### config.mk
export PLATFORM = sky130hd
export DESIGN_NAME = uart_stop_bits_baud_gen
export DESIGN_NICKNAME = d
export VERILOG_FILES = /design/src/uart_sb_pkg.sv /design/src/uart_baud_tick.sv /design/src/uart_stop_bits_baud_gen.sv
export SDC_FILE = /design/constraint.sdc
export NUM_CORES = 1
export LEC_CHECK = 0
export ABC_AREA = 1
export BUFFER_PORTS_ARGS = -buffer_cell sky130_fd_sc_hd__buf_2
export CAP_MARGIN = 20
export CORE_ASPECT_RATIO = 1.25
export CORE_UTILIZATION = 54
export DETAILED_ROUTE_END_ITERATION = 8
export HOLD_SLACK_MARGIN = 0.12
export PLACE_DENSITY = 0.76
export SLEW_MARGIN = 0
export SYNTH_ARGS = -nofsm -noshare
export SYNTH_HDL_FRONTEND = slang
export SYNTH_SLANG_ARGS = --single-unit
### constraint.sdc
create_clock -name i_clock -period 2.8 [get_ports i_clock]
set_clock_uncertainty 0.05 [all_clocks]
set_input_delay 0.28 -clock i_clock [delete_from_list [all_inputs] [get_ports i_clock]]
set_output_delay 0.28 -clock i_clock [all_outputs]
set_load 0.02 [all_outputs]
### src/uart_sb_pkg.sv
// Purpose: Shared constants and types for the stop-bit checker and baud generator
// Assumes: AXI4-Lite word registers, one clock, synchronous active-high reset
// Notes:   Offsets and field positions below are fixed for this block
//
// Contract
// [RULE1] Stop length: 1, 2, or smartcard 0.5, 1.5
// [RULE2] Half stop: no sampling, no framing/break
// [RULE3] One stop: samples 8, 9, 10
// [RULE4] Software keeps receiver enabled in smartcard transmit
// [RULE5] 1.5 stop low: framing error with not-empty
// [RULE6] 1.5 stop: samples 16, 17, 18
// [RULE7] Two stops: first checked on 8, 9, 10
// [RULE8] Two stops: second unchecked, not-empty after first
// [RULE9] Transmit and receive share one bit rate
// [RULE10] Standard rate: clock/(8*(2-oversample)*divisor)
// [RULE11] Smartcard/LIN/infrared rate: clock/(16*divisor)
// [RULE12] Divisor held as mantissa plus fraction
// [RULE13] Sixteen-times oversampling: four-bit fraction
// [RULE14] Eight-times: three-bit fraction, top bit cleared
// [RULE15] Divisor write reloads counters; avoid while active
// [RULE16] Software carries fraction overflow into mantissa
// [RULE17] Oversample select: clear 16x, set 8x
// [RULE18] Oversample select forced clear in special modes
// [RULE19] Fraction low four bits, mantissa from bit four
// [RULE20] Tick spacing averages the fixed-point divisor
`default_nettype none
package uart_sb_pkg;

  // ==========================================================================
  // Register offsets (byte addresses)
  localparam logic [7:0] ADDR_STATUS = 8'h00;
  localparam logic [7:0] ADDR_DATA   = 8'h04;
  localparam logic [7:0] ADDR_BAUD   = 8'h08;
  localparam logic [7:0] ADDR_CTRL1  = 8'h0c;
  localparam logic [7:0] ADDR_CTRL2  = 8'h10;

  // ==========================================================================
  // Field positions
  localparam int FRAC_POS   = 0;
  localparam int FRAC_W     = 4;
  localparam int MANT_POS   = 4;
  localparam int MANT_W     = 12;
  localparam int UE_POS     = 13;
  localparam int RE_POS     = 2;
  localparam int TE_POS     = 3;
  localparam int OVS_POS    = 15;
  localparam int IR_POS     = 1;
  localparam int SC_POS     = 5;
  localparam int STOP_POS   = 12;
  localparam int LIN_POS    = 14;
  localparam int FE_POS     = 1;
  localparam int RECEIVE_NOT_EMPTY_FLAG_POS   = 5;
  localparam int TXBUSY_POS = 7;
  localparam int BRK_POS    = 8;
  localparam int RXBUSY_POS = 9;

  // ==========================================================================
  // Reset values and counts
  localparam logic [15:0] BAUD_RST  = 16'h0000;
  localparam logic [31:0] CTRL_RST  = 32'h0000_0000;
  localparam logic [4:0]  SPB_X16   = 5'h10;
  localparam logic [4:0]  SPB_X8    = 5'h08;
  localparam logic [1:0]  RESP_OK   = 2'h0;
  localparam logic [1:0]  RESP_ERR  = 2'h2;

  typedef enum logic [1:0] {
    STOP_ONE      = 2'h0,
    STOP_HALF     = 2'h1,
    STOP_TWO      = 2'h2,
    STOP_ONE_HALF = 2'h3
  } stop_sel_type;

  typedef struct packed {
    logic [MANT_W-1:0] mant;
    logic [FRAC_W-1:0] frac;
    logic              oversample_select;
    logic              load;
    logic              run;
  } baud_cfg_type;

  typedef struct packed {
    logic         enable;
    logic         rx_en;
    logic         tx_en;
    logic         oversample_select;
    stop_sel_type stop;
  } cfg_type;

endpackage
`default_nettype wire

### src/uart_baud_tick.sv
// Purpose: Fractional oversampling tick generator shared by receive and transmit
// Assumes: Divisor counts clock cycles between oversampling ticks
// Notes:   Mantissa of zero behaves as one
`timescale 1ns/1ns
`default_nettype none
module uart_baud_tick
  import uart_sb_pkg::*;
(
  input  wire logic         i_clock, // System clock
  input  wire logic         i_srst,  // Synchronous reset
  input  wire baud_cfg_type i_cfg,   // Divisor and control
  output var  logic         o_tick   // Oversampling tick pulse
);

  logic [MANT_W-1:0] cnt_ff;
  logic [MANT_W-1:0] nxt_cnt;
  logic [3:0]        acc_ff;
  logic [3:0]        nxt_acc;
  logic              nxt_tick;
  logic [4:0]        step;
  logic [4:0]        sum;
  logic [MANT_W-1:0] period;

  // ==========================================================================
  // Next state
  always_comb begin
    // Eighths become sixteenths; fraction top bit ignored in 8x  [RULE14]
    step = i_cfg.oversample_select ? {1'b0, i_cfg.frac[2:0], 1'b0}
                       : {1'b0, i_cfg.frac};                      // [RULE13]
    sum = {1'b0, acc_ff} + step;
    period = (i_cfg.mant == '0) ? MANT_W'(1) : i_cfg.mant;        // [RULE12]
    nxt_tick = 1'b0;
    nxt_acc = acc_ff;
    nxt_cnt = cnt_ff;
    if (i_cfg.load || !i_cfg.run) begin
      nxt_cnt = period - MANT_W'(1);                             // [RULE15]
      nxt_acc = '0;
    end else if (cnt_ff == '0) begin
      // Carry adds one cycle so spacing averages mantissa+fraction
      nxt_tick = 1'b1;
      nxt_acc = sum[3:0];
      nxt_cnt = period - MANT_W'(1) + MANT_W'(sum[4]);           // [RULE20]
    end else begin
      nxt_cnt = cnt_ff - MANT_W'(1);
    end
  end

  always_ff @(posedge i_clock) begin
    if (i_srst) begin
      cnt_ff <= '0;
      acc_ff <= '0;
      o_tick <= 1'b0;
    end else begin
      cnt_ff <= nxt_cnt;
      acc_ff <= nxt_acc;
      o_tick <= nxt_tick;
    end
  end

endmodule
`default_nettype wire

### src/uart_stop_bits_baud_gen.sv
// Purpose: Serial transceiver with stop-bit checking and fractional baud rate
// Assumes: AXI4-Lite register access, line inputs synchronous to i_clock
// Notes:   Reading the data register clears not-empty, framing and break flags
//
// Register access over AXI4-Lite and the register offsets were chosen for this implementation.
`timescale 1ns/1ns
`default_nettype none
module uart_stop_bits_baud_gen
  import uart_sb_pkg::*;
#(
  parameter int DATA_BITS = 8
) (
  input  wire logic        i_clock,   // System clock
  input  wire logic        i_srst,    // Synchronous reset
  input  wire logic        i_awvalid, // Write address valid
  output var  logic        o_awready, // Write address ready
  input  wire logic [7:0]  i_awaddr,  // Write address
  input  wire logic        i_wvalid,  // Write data valid
  output var  logic        o_wready,  // Write data ready
  input  wire logic [31:0] i_wdata,   // Write data
  input  wire logic [3:0]  i_wstrb,   // Write byte strobes
  output var  logic        o_bvalid,  // Write response valid
  input  wire logic        i_bready,  // Write response ready
  output var  logic [1:0]  o_bresp,   // Write response
  input  wire logic        i_arvalid, // Read address valid
  output var  logic        o_arready, // Read address ready
  input  wire logic [7:0]  i_araddr,  // Read address
  output var  logic        o_rvalid,  // Read data valid
  input  wire logic        i_rready,  // Read data ready
  output var  logic [31:0] o_rdata,   // Read data
  output var  logic [1:0]  o_rresp,   // Read response
  input  wire logic        i_rx_line, // Serial receive line
  output var  logic        o_tx_line  // Serial transmit line
);

  if (DATA_BITS < 2 || DATA_BITS > 16) begin : g_bad_width
    $error("DATA_BITS must lie in 2..16");
  end

  typedef enum {RX_IDLE, RX_START, RX_DATA, RX_STOP} rx_state_type;
  typedef enum {TX_IDLE, TX_START, TX_DATA, TX_STOP} tx_state_type;

  function automatic logic maj3(input logic [2:0] s);
    maj3 = (s[0] & s[1]) | (s[0] & s[2]) | (s[1] & s[2]);
  endfunction

  function automatic logic [31:0] merge(input logic [31:0] old, input logic [31:0] d,
                                        input logic [3:0] strb);
    for (int b = 0; b < 4; b++) begin
      merge[b*8 +: 8] = strb[b] ? d[b*8 +: 8] : old[b*8 +: 8];
    end
  endfunction

  // ==========================================================================
  // Bus slave state
  logic        awready_ff, nxt_awready, wready_ff, nxt_wready;
  logic        bvalid_ff, nxt_bvalid, arready_ff, nxt_arready;
  logic        rvalid_ff, nxt_rvalid;
  logic [1:0]  bresp_ff, nxt_bresp, rresp_ff, nxt_rresp;
  logic [7:0]  awaddr_ff, nxt_awaddr;
  logic [31:0] wdata_ff, nxt_wdata, rdata_ff, nxt_rdata;
  logic [3:0]  wstrb_ff, nxt_wstrb;
  logic        wr_fire, rd_fire, rd_hit;
  logic [31:0] rd_word;

  // Register state
  logic [15:0] baud_ff, nxt_baud;
  logic [31:0] ctrl1_ff, nxt_ctrl1, ctrl2_ff, nxt_ctrl2;
  logic        load_ff, nxt_load;
  logic        receive_not_empty_flag_ff, nxt_receive_not_empty_flag, fe_ff, nxt_fe, brk_ff, nxt_brk;
  logic [DATA_BITS-1:0] rdr_ff, nxt_rdr;

  // Receiver state
  rx_state_type         rx_state_ff, nxt_rx_state;
  logic [4:0]           rx_cnt_ff, nxt_rx_cnt;
  logic [3:0]           rx_bit_ff, nxt_rx_bit;
  logic [2:0]           rx_smp_ff, nxt_rx_smp;
  logic [DATA_BITS-1:0] rx_sh_ff, nxt_rx_sh;
  logic                 rx_done, rx_fe, rx_brk;

  // Transmitter state
  tx_state_type         tx_state_ff, nxt_tx_state;
  logic [4:0]           tx_cnt_ff, nxt_tx_cnt;
  logic [3:0]           tx_bit_ff, nxt_tx_bit;
  logic [DATA_BITS-1:0] tx_sh_ff, nxt_tx_sh;
  logic                 tx_line_ff, nxt_tx_line;

  // Shared timing
  cfg_type      cfg;
  baud_cfg_type bcfg;
  logic         tick, special;
  logic [4:0]   spb, half, lo, rx_end, tx_end;
  logic         in_win, dat_win, tx_go;

  // ==========================================================================
  // Configuration and baud generator
  always_comb begin
    special = ctrl2_ff[SC_POS] | ctrl2_ff[IR_POS] | ctrl2_ff[LIN_POS];
    cfg.enable = ctrl1_ff[UE_POS];
    cfg.rx_en = ctrl1_ff[RE_POS];
    cfg.tx_en = ctrl1_ff[TE_POS];
    cfg.oversample_select = ctrl1_ff[OVS_POS] & ~special;                    // [RULE18] [RULE11]
    cfg.stop = stop_sel_type'(ctrl2_ff[STOP_POS +: 2]);          // [RULE1]
    bcfg.mant = baud_ff[MANT_POS +: MANT_W];                     // [RULE19]
    bcfg.frac = baud_ff[FRAC_POS +: FRAC_W];
    bcfg.oversample_select = cfg.oversample_select;
    bcfg.load = load_ff;
    bcfg.run = cfg.enable;
    spb = cfg.oversample_select ? SPB_X8 : SPB_X16;                          // [RULE17] [RULE10]
    half = spb >> 1;
  end

  // One tick stream clocks both directions
  uart_baud_tick u_tick (                                        // [RULE9]
    .i_clock (i_clock),
    .i_srst  (i_srst),
    .i_cfg   (bcfg),
    .o_tick  (tick)
  );

  // ==========================================================================
  // AXI4-Lite slave
  always_comb begin
    nxt_awready = awready_ff;
    nxt_wready = wready_ff;
    nxt_bvalid = bvalid_ff;
    nxt_bresp = bresp_ff;
    nxt_awaddr = awaddr_ff;
    nxt_wdata = wdata_ff;
    nxt_wstrb = wstrb_ff;
    nxt_arready = arready_ff;
    nxt_rvalid = rvalid_ff;
    nxt_rresp = rresp_ff;
    nxt_rdata = rdata_ff;
    wr_fire = !awready_ff && !wready_ff && !bvalid_ff;
    rd_fire = i_arvalid && arready_ff;
    rd_hit = 1'b1;
    unique case (i_araddr)
      ADDR_STATUS: rd_word = 32'((receive_not_empty_flag_ff << RECEIVE_NOT_EMPTY_FLAG_POS) | (fe_ff << FE_POS)
                             | (brk_ff << BRK_POS) | ((tx_state_ff != TX_IDLE) << TXBUSY_POS)
                             | ((rx_state_ff != RX_IDLE) << RXBUSY_POS));
      ADDR_DATA:   rd_word = 32'(rdr_ff);
      ADDR_BAUD:   rd_word = 32'(baud_ff);
      ADDR_CTRL1:  rd_word = ctrl1_ff;
      ADDR_CTRL2:  rd_word = ctrl2_ff;
      default: begin
        rd_word = '0;
        rd_hit = 1'b0;
      end
    endcase
    if (i_awvalid && awready_ff) begin
      nxt_awready = 1'b0;
      nxt_awaddr = i_awaddr;
    end
    if (i_wvalid && wready_ff) begin
      nxt_wready = 1'b0;
      nxt_wdata = i_wdata;
      nxt_wstrb = i_wstrb;
    end
    if (wr_fire) begin
      nxt_bvalid = 1'b1;
      nxt_bresp = (awaddr_ff inside {ADDR_STATUS, ADDR_DATA, ADDR_BAUD, ADDR_CTRL1,
                                     ADDR_CTRL2}) ? RESP_OK : RESP_ERR;
    end
    if (bvalid_ff && i_bready) begin
      nxt_bvalid = 1'b0;
      nxt_awready = 1'b1;
      nxt_wready = 1'b1;
    end
    if (rd_fire) begin
      nxt_arready = 1'b0;
      nxt_rvalid = 1'b1;
      nxt_rdata = rd_word;
      nxt_rresp = rd_hit ? RESP_OK : RESP_ERR;
    end
    if (rvalid_ff && i_rready) begin
      nxt_rvalid = 1'b0;
      nxt_arready = 1'b1;
    end
  end

  // ==========================================================================
  // Registers and flags
  always_comb begin
    nxt_baud = baud_ff;
    nxt_ctrl1 = ctrl1_ff;
    nxt_ctrl2 = ctrl2_ff;
    nxt_load = 1'b0;
    nxt_receive_not_empty_flag = receive_not_empty_flag_ff;
    nxt_fe = fe_ff;
    nxt_brk = brk_ff;
    nxt_rdr = rdr_ff;
    tx_go = 1'b0;
    if (wr_fire) begin
      unique case (awaddr_ff)
        ADDR_BAUD: begin
          nxt_baud = 16'(merge(32'(baud_ff), wdata_ff, wstrb_ff));
          nxt_load = 1'b1;                                       // [RULE15]
        end
        ADDR_CTRL1: nxt_ctrl1 = merge(ctrl1_ff, wdata_ff, wstrb_ff);
        ADDR_CTRL2: nxt_ctrl2 = merge(ctrl2_ff, wdata_ff, wstrb_ff);
        ADDR_DATA:  tx_go = wstrb_ff[0];
        ADDR_STATUS: begin
          if (wstrb_ff[0] && !wdata_ff[RECEIVE_NOT_EMPTY_FLAG_POS]) begin
            nxt_receive_not_empty_flag = 1'b0;
          end
        end
        default: ;
      endcase
    end
    if (rd_fire && i_araddr == ADDR_DATA) begin
      nxt_receive_not_empty_flag = 1'b0;
      nxt_fe = 1'b0;
      nxt_brk = 1'b0;
    end
    // A completing frame wins over a same-cycle clear
    if (rx_done) begin
      nxt_receive_not_empty_flag = 1'b1;                                           // [RULE5] [RULE8]
      nxt_fe = rx_fe;
      nxt_brk = rx_brk;
      nxt_rdr = rx_sh_ff;
    end
  end

  // ==========================================================================
  // Receiver
  always_comb begin
    nxt_rx_state = rx_state_ff;
    nxt_rx_cnt = rx_cnt_ff;
    nxt_rx_bit = rx_bit_ff;
    nxt_rx_smp = rx_smp_ff;
    nxt_rx_sh = rx_sh_ff;
    rx_done = 1'b0;
    rx_fe = 1'b0;
    rx_brk = 1'b0;
    // Stop window at 16x: 8th-10th normally, 16th-18th for one and a half
    lo = (cfg.stop == STOP_ONE_HALF) ? spb - 5'h01 : half - 5'h01; // [RULE6] [RULE3] [RULE7]
    unique case (cfg.stop)
      STOP_HALF:     rx_end = half - 5'h01;
      STOP_ONE_HALF: rx_end = spb + half - 5'h01;                // [RULE6]
      default:       rx_end = spb - 5'h01;                       // [RULE8]
    endcase
    dat_win = rx_cnt_ff >= half - 5'h01 && rx_cnt_ff <= half + 5'h01;
    in_win = rx_cnt_ff >= lo && rx_cnt_ff <= lo + 5'h02;
    if (!(cfg.enable && cfg.rx_en)) begin
      nxt_rx_state = RX_IDLE;
    end else if (tick) begin
      nxt_rx_cnt = rx_cnt_ff + 5'h01;
      unique case (rx_state_ff)
        RX_IDLE: begin
          nxt_rx_cnt = '0;
          if (!i_rx_line) begin
            nxt_rx_state = RX_START;
            nxt_rx_cnt = 5'h01;
          end
        end
        RX_START: begin
          if (dat_win) nxt_rx_smp = {rx_smp_ff[1:0], i_rx_line};
          if (rx_cnt_ff == spb - 5'h01) begin
            nxt_rx_cnt = '0;
            nxt_rx_bit = '0;
            nxt_rx_state = maj3(rx_smp_ff) ? RX_IDLE : RX_DATA;
          end
        end
        RX_DATA: begin
          if (dat_win) nxt_rx_smp = {rx_smp_ff[1:0], i_rx_line};
          if (rx_cnt_ff == spb - 5'h01) begin
            nxt_rx_cnt = '0;
            nxt_rx_sh = {maj3(rx_smp_ff), rx_sh_ff[DATA_BITS-1:1]};
            nxt_rx_bit = rx_bit_ff + 4'h1;
            if (rx_bit_ff == 4'(DATA_BITS - 1)) nxt_rx_state = RX_STOP;
          end
        end
        RX_STOP: begin
          if (in_win && cfg.stop != STOP_HALF) begin
            nxt_rx_smp = {rx_smp_ff[1:0], i_rx_line};
          end
          if (rx_cnt_ff == rx_end) begin
            rx_done = 1'b1;
            // Half stop is never sampled
            rx_fe = (cfg.stop != STOP_HALF) && !maj3(rx_smp_ff); // [RULE2] [RULE5]
            rx_brk = rx_fe && rx_sh_ff == '0;                    // [RULE2]
            nxt_rx_state = RX_IDLE;
          end
        end
      endcase
    end
  end

  // ==========================================================================
  // Transmitter
  always_comb begin
    nxt_tx_state = tx_state_ff;
    nxt_tx_cnt = tx_cnt_ff;
    nxt_tx_bit = tx_bit_ff;
    nxt_tx_sh = tx_sh_ff;
    unique case (cfg.stop)
      STOP_HALF:     tx_end = half - 5'h01;
      STOP_TWO:      tx_end = 5'({1'b0, spb} + {1'b0, spb} - 6'h01);
      STOP_ONE_HALF: tx_end = spb + half - 5'h01;
      default:       tx_end = spb - 5'h01;
    endcase
    if (!cfg.enable) begin
      nxt_tx_state = TX_IDLE;
    end else if (tx_state_ff == TX_IDLE) begin
      if (tx_go && cfg.tx_en) begin
        nxt_tx_state = TX_START;
        nxt_tx_sh = wdata_ff[DATA_BITS-1:0];
        nxt_tx_cnt = '0;
        nxt_tx_bit = '0;
      end
    end else if (tick) begin
      nxt_tx_cnt = tx_cnt_ff + 5'h01;
      unique case (tx_state_ff)
        TX_START: begin
          if (tx_cnt_ff == spb - 5'h01) begin
            nxt_tx_cnt = '0;
            nxt_tx_state = TX_DATA;
          end
        end
        TX_DATA: begin
          if (tx_cnt_ff == spb - 5'h01) begin
            nxt_tx_cnt = '0;
            nxt_tx_sh = tx_sh_ff >> 1;
            nxt_tx_bit = tx_bit_ff + 4'h1;
            if (tx_bit_ff == 4'(DATA_BITS - 1)) nxt_tx_state = TX_STOP;
          end
        end
        default: begin
          if (tx_cnt_ff == tx_end) nxt_tx_state = TX_IDLE;
        end
      endcase
    end
    unique case (nxt_tx_state)
      TX_START: nxt_tx_line = 1'b0;
      TX_DATA:  nxt_tx_line = nxt_tx_sh[0];
      default:  nxt_tx_line = 1'b1;
    endcase
  end

  // ==========================================================================
  // State registers
  always_ff @(posedge i_clock) begin
    if (i_srst) begin
      awready_ff <= 1'b1;
      wready_ff <= 1'b1;
      bvalid_ff <= 1'b0;
      bresp_ff <= RESP_OK;
      awaddr_ff <= '0;
      wdata_ff <= '0;
      wstrb_ff <= '0;
      arready_ff <= 1'b1;
      rvalid_ff <= 1'b0;
      rresp_ff <= RESP_OK;
      rdata_ff <= '0;
      baud_ff <= BAUD_RST;
      ctrl1_ff <= CTRL_RST;
      ctrl2_ff <= CTRL_RST;
      load_ff <= 1'b0;
      receive_not_empty_flag_ff <= 1'b0;
      fe_ff <= 1'b0;
      brk_ff <= 1'b0;
      rdr_ff <= '0;
      rx_state_ff <= RX_IDLE;
      rx_cnt_ff <= '0;
      rx_bit_ff <= '0;
      rx_smp_ff <= '0;
      rx_sh_ff <= '0;
      tx_state_ff <= TX_IDLE;
      tx_cnt_ff <= '0;
      tx_bit_ff <= '0;
      tx_sh_ff <= '0;
      tx_line_ff <= 1'b1;
    end else begin
      awready_ff <= nxt_awready;
      wready_ff <= nxt_wready;
      bvalid_ff <= nxt_bvalid;
      bresp_ff <= nxt_bresp;
      awaddr_ff <= nxt_awaddr;
      wdata_ff <= nxt_wdata;
      wstrb_ff <= nxt_wstrb;
      arready_ff <= nxt_arready;
      rvalid_ff <= nxt_rvalid;
      rresp_ff <= nxt_rresp;
      rdata_ff <= nxt_rdata;
      baud_ff <= nxt_baud;
      ctrl1_ff <= nxt_ctrl1;
      ctrl2_ff <= nxt_ctrl2;
      load_ff <= nxt_load;
      receive_not_empty_flag_ff <= nxt_receive_not_empty_flag;
      fe_ff <= nxt_fe;
      brk_ff <= nxt_brk;
      rdr_ff <= nxt_rdr;
      rx_state_ff <= nxt_rx_state;
      rx_cnt_ff <= nxt_rx_cnt;
      rx_bit_ff <= nxt_rx_bit;
      rx_smp_ff <= nxt_rx_smp;
      rx_sh_ff <= nxt_rx_sh;
      tx_state_ff <= nxt_tx_state;
      tx_cnt_ff <= nxt_tx_cnt;
      tx_bit_ff <= nxt_tx_bit;
      tx_sh_ff <= nxt_tx_sh;
      tx_line_ff <= nxt_tx_line;
    end
  end

  assign o_awready = awready_ff;
  assign o_wready = wready_ff;
  assign o_bvalid = bvalid_ff;
  assign o_bresp = bresp_ff;
  assign o_arready = arready_ff;
  assign o_rvalid = rvalid_ff;
  assign o_rdata = rdata_ff;
  assign o_rresp = rresp_ff;
  assign o_tx_line = tx_line_ff;

endmodule
`default_nettype wire

==> reports/summary.md <==
Row generation in the floorplan step produced 60 rows. After detailed routing, the met2 layer carries 16940 um of wire. Of the total synthesized cell area, the portion taken by full adders, half adders and majority gates is 3.352%. On the critical path, the stage with the largest delay is an instance of sky130_fd_sc_hd__dfxtp_2.

The first global-routing pass estimated 54590 um of wire. The number of synthesized flops with an enable pin works out to 0. The simple-gate area share of the yosys netlist was 24.36%; the total power was 8299 uW.

For the count of maximum capacitance violations, the log shows 0. The most numerous cell type found on the critical path is sky130_fd_sc_hd__nand2_1. The share of the synthesized area in the top cell type is 43.70%, and the worst slew margin relative to its limit is 61.04%. Highest routing layer actually used: met4. For the number of antenna diodes, the log shows 0. The netlist uses 62 different library cells. The share of the clock period used by the worst path is 95.17%. By area, the combinational part of the netlist is dominated by simple AND/OR/NAND/NOR gates. Worst ir drop on vdd: 0.5471 mV. The tools report the final count of hold timing violations as 0. For this run, design rule violations remaining after detail routing come to 0. In this run the horizontal extent of the chip is 135.9 um. The buffering stage count on the worst path with inverters included is 4. On the critical path the largest part of the delay comes from simple AND/OR/NAND/NOR gates. Measured along the y axis, the die boundary spans 169.3 um. The mapped netlist covers 12090 sq um. The global-route total usage across every layer is 29.22%, and the detailed-routing iteration count for the pre-antenna-repair pass is 5. A synthesized cell averages 7.267 sq um. Of all nets on the critical path, the largest fanout is 4.

For the worst slack at placement, the log shows -0.005949 ns. The signal on the critical path passes through inv_2 > nor2_4 > nand2_2 > buf_6 > buf_4 > nand2_1 > o21ai_1 > ha_1 > nand2_1 > o21ai_2 > ha_2 > ha_4 > nand2_4 > nor3_1 > o21ai_0 > nand4_1 > o21ai_0 > nand2_1 > inv_1. Once placement finished, the instance area stood at 13030 sq um.

The total number of nets in the final design came out at 1912. Entering global routing, the biggest net connects 52 pins. The post-route core utilization is 67.34%.

The placer congestion estimate is 0.9079, and the share of synthesized flip-flops with an asynchronous set or reset is 0%. The routed design has 33690 um of wire. The number of clock buffers added by TritonCTS is 26. STA classifies the critical path endpoint as a flop. The run gives 264 as the clock sink count. At the worst endpoint, the arrival time is 3.04 ns. In this run the critical register-to-register path is launched from ctrl1_ff[15]$_SDFFE_PP0P_. The finished cells cover 14660 sq um. The footprint of the flip-flops and latches was 5291 sq um. The most instantiated flip-flop cell in the synthesis netlist was sky130_fd_sc_hd__dfxtp_1. After detailed routing, the number of vias per cell comes to 5.606.

The flow ran to the end, and the final reports show no timing, DRC or antenna violations. The startpoint identified for the worst hold timing path is i_srst. Setup total negative slack on the finished layout was measured at 0 ns.

The logs give 11390 for the via count of the first global-routing pass and 1 for the number of H-tree levels. The area fraction in compound gates after synthesis came out at 19.52%. The number of max-slew violations in the final report is 0, and the measured slew at the worst slew-check pin is 0.5836 ns.

In the final routed layout, each cell accounts on average for 15.89 um. The area growth from synthesis to layout is 21.24%, and the initial standard-cell utilization of the core is 55.55%. TritonCTS built the clock tree. The worst stage delay on the critical path works out to 0.32 ns.

Setup violations remaining at the end of the flow were counted as 0. Type of the worst setup path: reg2reg. The routed design uses 1848 um of met3 wire. The post-synthesis cell type with the largest combined area is sky130_fd_sc_hd__dfxtp_1. Setup slack closes at 0.1353 ns.

The detailed router finished its first iteration with 814 violations. The count of nets left with antenna violations once routing finished came out at 0. The tools report the category of the worst setup path launch point as a flop.

The die covers 23000 sq um. In the final layout, the multi-input gates occupy 6013 sq um. The critical path starts at ctrl1_ff[15]$_SDFFE_PP0P_. The portion of synthesized area spent on multiplexers is 0%. Dividing total power by cell area gives a power density of 566.0 nW/um^2. After layout, the minimum clock period comes to 2.665 ns. The root cell of the clock tree was sky130_fd_sc_hd__clkbuf_16. The total of fill cells in the finished design was 1746; the maximum count of clock buffers along a single path was 3. For this run, the register share of the synthesized area comes to 43.70%.

Of the cells placed in the final design, the portion with a size suffix greater than 1 is 14.88%. The synthesized-area fraction occupied by xor and xnor cells is 1.231%. The total area inside the core boundary comes to 21770 sq um. The quantity of I/O buffers inserted on ports was 99. The clock network latency to the later pin of the worst-skew pair is 0.54 ns.

The global-route congestion overflow total came out at 0. By area the synthesized netlist is led by sky130_fd_sc_hd__dfxtp_1, sky130_fd_sc_hd__o21ai_0, sky130_fd_sc_hd__nand2_1. The boundary pin count is 102, and the post-synthesis register bit count is 264. The highest attainable clock frequency is 0.3753 GHz, and the HPWL after detailed placement is 22530 um. After clock tree synthesis, the clock-pin slew on the worst setup and hold paths is 0.07 ns. The total number of vias is 11890. Worst hold path class: in2reg.

STA puts the critical path data required time at 3.18 ns. The tools report the sum of routed wire segments on met1 as 13650 um. The logs give 0 for the number of antenna violations at the first check in global routing and 1664 for the number of cells produced by synthesis. Summed over all cells, the static leakage comes to 0.006032 uW. For this run, the number of Yosys warnings is 0.
-- cell usage in the layout, fill, tap and decap left out, types with 4 or more instances in the layout --
master and instances:
sky130_fd_sc_hd__inv_2 12, sky130_fd_sc_hd__nor3b_1 11, sky130_fd_sc_hd__nor2_2 6, sky130_fd_sc_hd__buf_2 99, sky130_fd_sc_hd__a221oi_1 7, sky130_fd_sc_hd__dlygate4sd3_1 47
sky130_fd_sc_hd__o21ai_0 204, sky130_fd_sc_hd__nand2_1 249, sky130_fd_sc_hd__clkinv_2 9, sky130_fd_sc_hd__o2111ai_1 4, sky130_fd_sc_hd__dfxtp_1 259, sky130_fd_sc_hd__nor3_1 26
sky130_fd_sc_hd__a31oi_1 12, sky130_fd_sc_hd__o211ai_1 8, sky130_fd_sc_hd__buf_4 46, sky130_fd_sc_hd__xor2_1 12, sky130_fd_sc_hd__o221ai_1 5, sky130_fd_sc_hd__a21oi_1 159
sky130_fd_sc_hd__ha_1 26, sky130_fd_sc_hd__nor2_4 7, sky130_fd_sc_hd__nand4_1 19, sky130_fd_sc_hd__bufinv_16 6, sky130_fd_sc_hd__nor4_1 10, sky130_fd_sc_hd__clkbuf_16 27
sky130_fd_sc_hd__o22ai_1 4, sky130_fd_sc_hd__nand3_1 69, sky130_fd_sc_hd__nand3_2 5, sky130_fd_sc_hd__o21ai_1 9, sky130_fd_sc_hd__o21ai_2 4, sky130_fd_sc_hd__nand2_2 8
sky130_fd_sc_hd__a211oi_1 4, sky130_fd_sc_hd__nor2_1 247, sky130_fd_sc_hd__dfxtp_2 5, sky130_fd_sc_hd__inv_1 152
-- through the flow --
stage / hold slack (ns) / std cells
6_report: 0.2112 / 2120
3_5_place_dp: 0.3902 / 2020
4_1_cts: 0.1910 / 2115
2_1_floorplan: 0.3667 / 1665
3_3_place_gp: 0.3812 / 2020
5_1_grt: 0.2083 / 2120
-- cells in the mapped netlist, drive strengths merged, types with 4 or more instances --
| master | count |
|---|---|
| a211oi | 4 |
| a21oi | 162 |
| a221oi | 7 |
| a31oi | 12 |
| buf | 14 |
| clkbuf | 55 |
| clkinv | 6 |
| dfxtp | 264 |
| ha | 30 |
| inv | 164 |
| nand2 | 258 |
| nand3 | 76 |
| nand4 | 20 |
| nor2 | 260 |
| nor3 | 31 |
| nor3b | 11 |
| nor4 | 12 |
| o2111ai | 4 |
| o211ai | 8 |
| o21ai | 218 |
| o221ai | 5 |
| o22ai | 4 |
| xor2 | 14 |
-- flip-flops by register name (all words and copies together) (netlist names), 3 cells and up, named ones only --
name           flops
ctrl1_ff          32
rx_cnt_ff          5
awaddr_ff          8
tx_bit_ff          4
tx_cnt_ff          5
baud_ff           16
o_rdata           32
ctrl2_ff          32
rdr_ff             8
wstrb_ff           4
tx_sh_ff           8
wdata_ff          32
u_tick.acc_ff      4
rx_sh_ff           8
u_tick.cnt_ff     12
rx_bit_ff          4
rx_smp_ff          3
tx_state_ff       32
-- routing by layer --
layer,global-route usage [%],vias to the layer above
met5,0,-
met4,11.69,0
met3,3.554,92
met2,53.48,426
met1,34.11,5522
li1,-,5845
-- report_power, final --
group / switching (uW) / total [uW] / internal (uW)
Combinational: 315 / 496 / 180
Sequential: 58.3 / 3880 / 3820
Clock: 1550 / 3920 / 2380
-- layout make-up --
cell class              instances  area share, %
flip-flops and latches        264          36.09
well taps                     279          2.381
multi-input cells            1162          41.01
inverters                     170          4.421
clock buffers                  30          4.822
repair buffers                197          9.507
clock inverters                18          1.767
-- path summary, 6_finish.rpt --
check,endpoint,slack [ns],cells after the start
setup / recovery,u_tick.cnt_ff[4]$_SDFF_PP0_,0.14,19
hold / removal,o_rdata[31]$_SDFFE_PP0P_,0.21,2
setup reg to reg,u_tick.cnt_ff[4]$_SDFF_PP0_,0.14,19
hold reg to reg,tx_state_ff[8]$_SDFF_PP0_,0.40,2
-- timing repair --
item | CTS | global route
setup buffers | 0 | 5
endpoints found under the hold margin | 51 | 0
pin swaps | 0 | 17
hold buffers | 47 | 0
setup endpoints to repair | 3 | 32
resized for setup | 2 | 44
-- logic make-up after synthesis --
logic type,after synthesis
AND/OR/NAND/NOR,675
AO/OA/AOI/OAI,436
flip-flops,264
buffers and inverters,239
adder cells (fa/ha/maj),32
XOR/XNOR,17
other,1
Note: power is estimated with default switching activity, not from simulation.
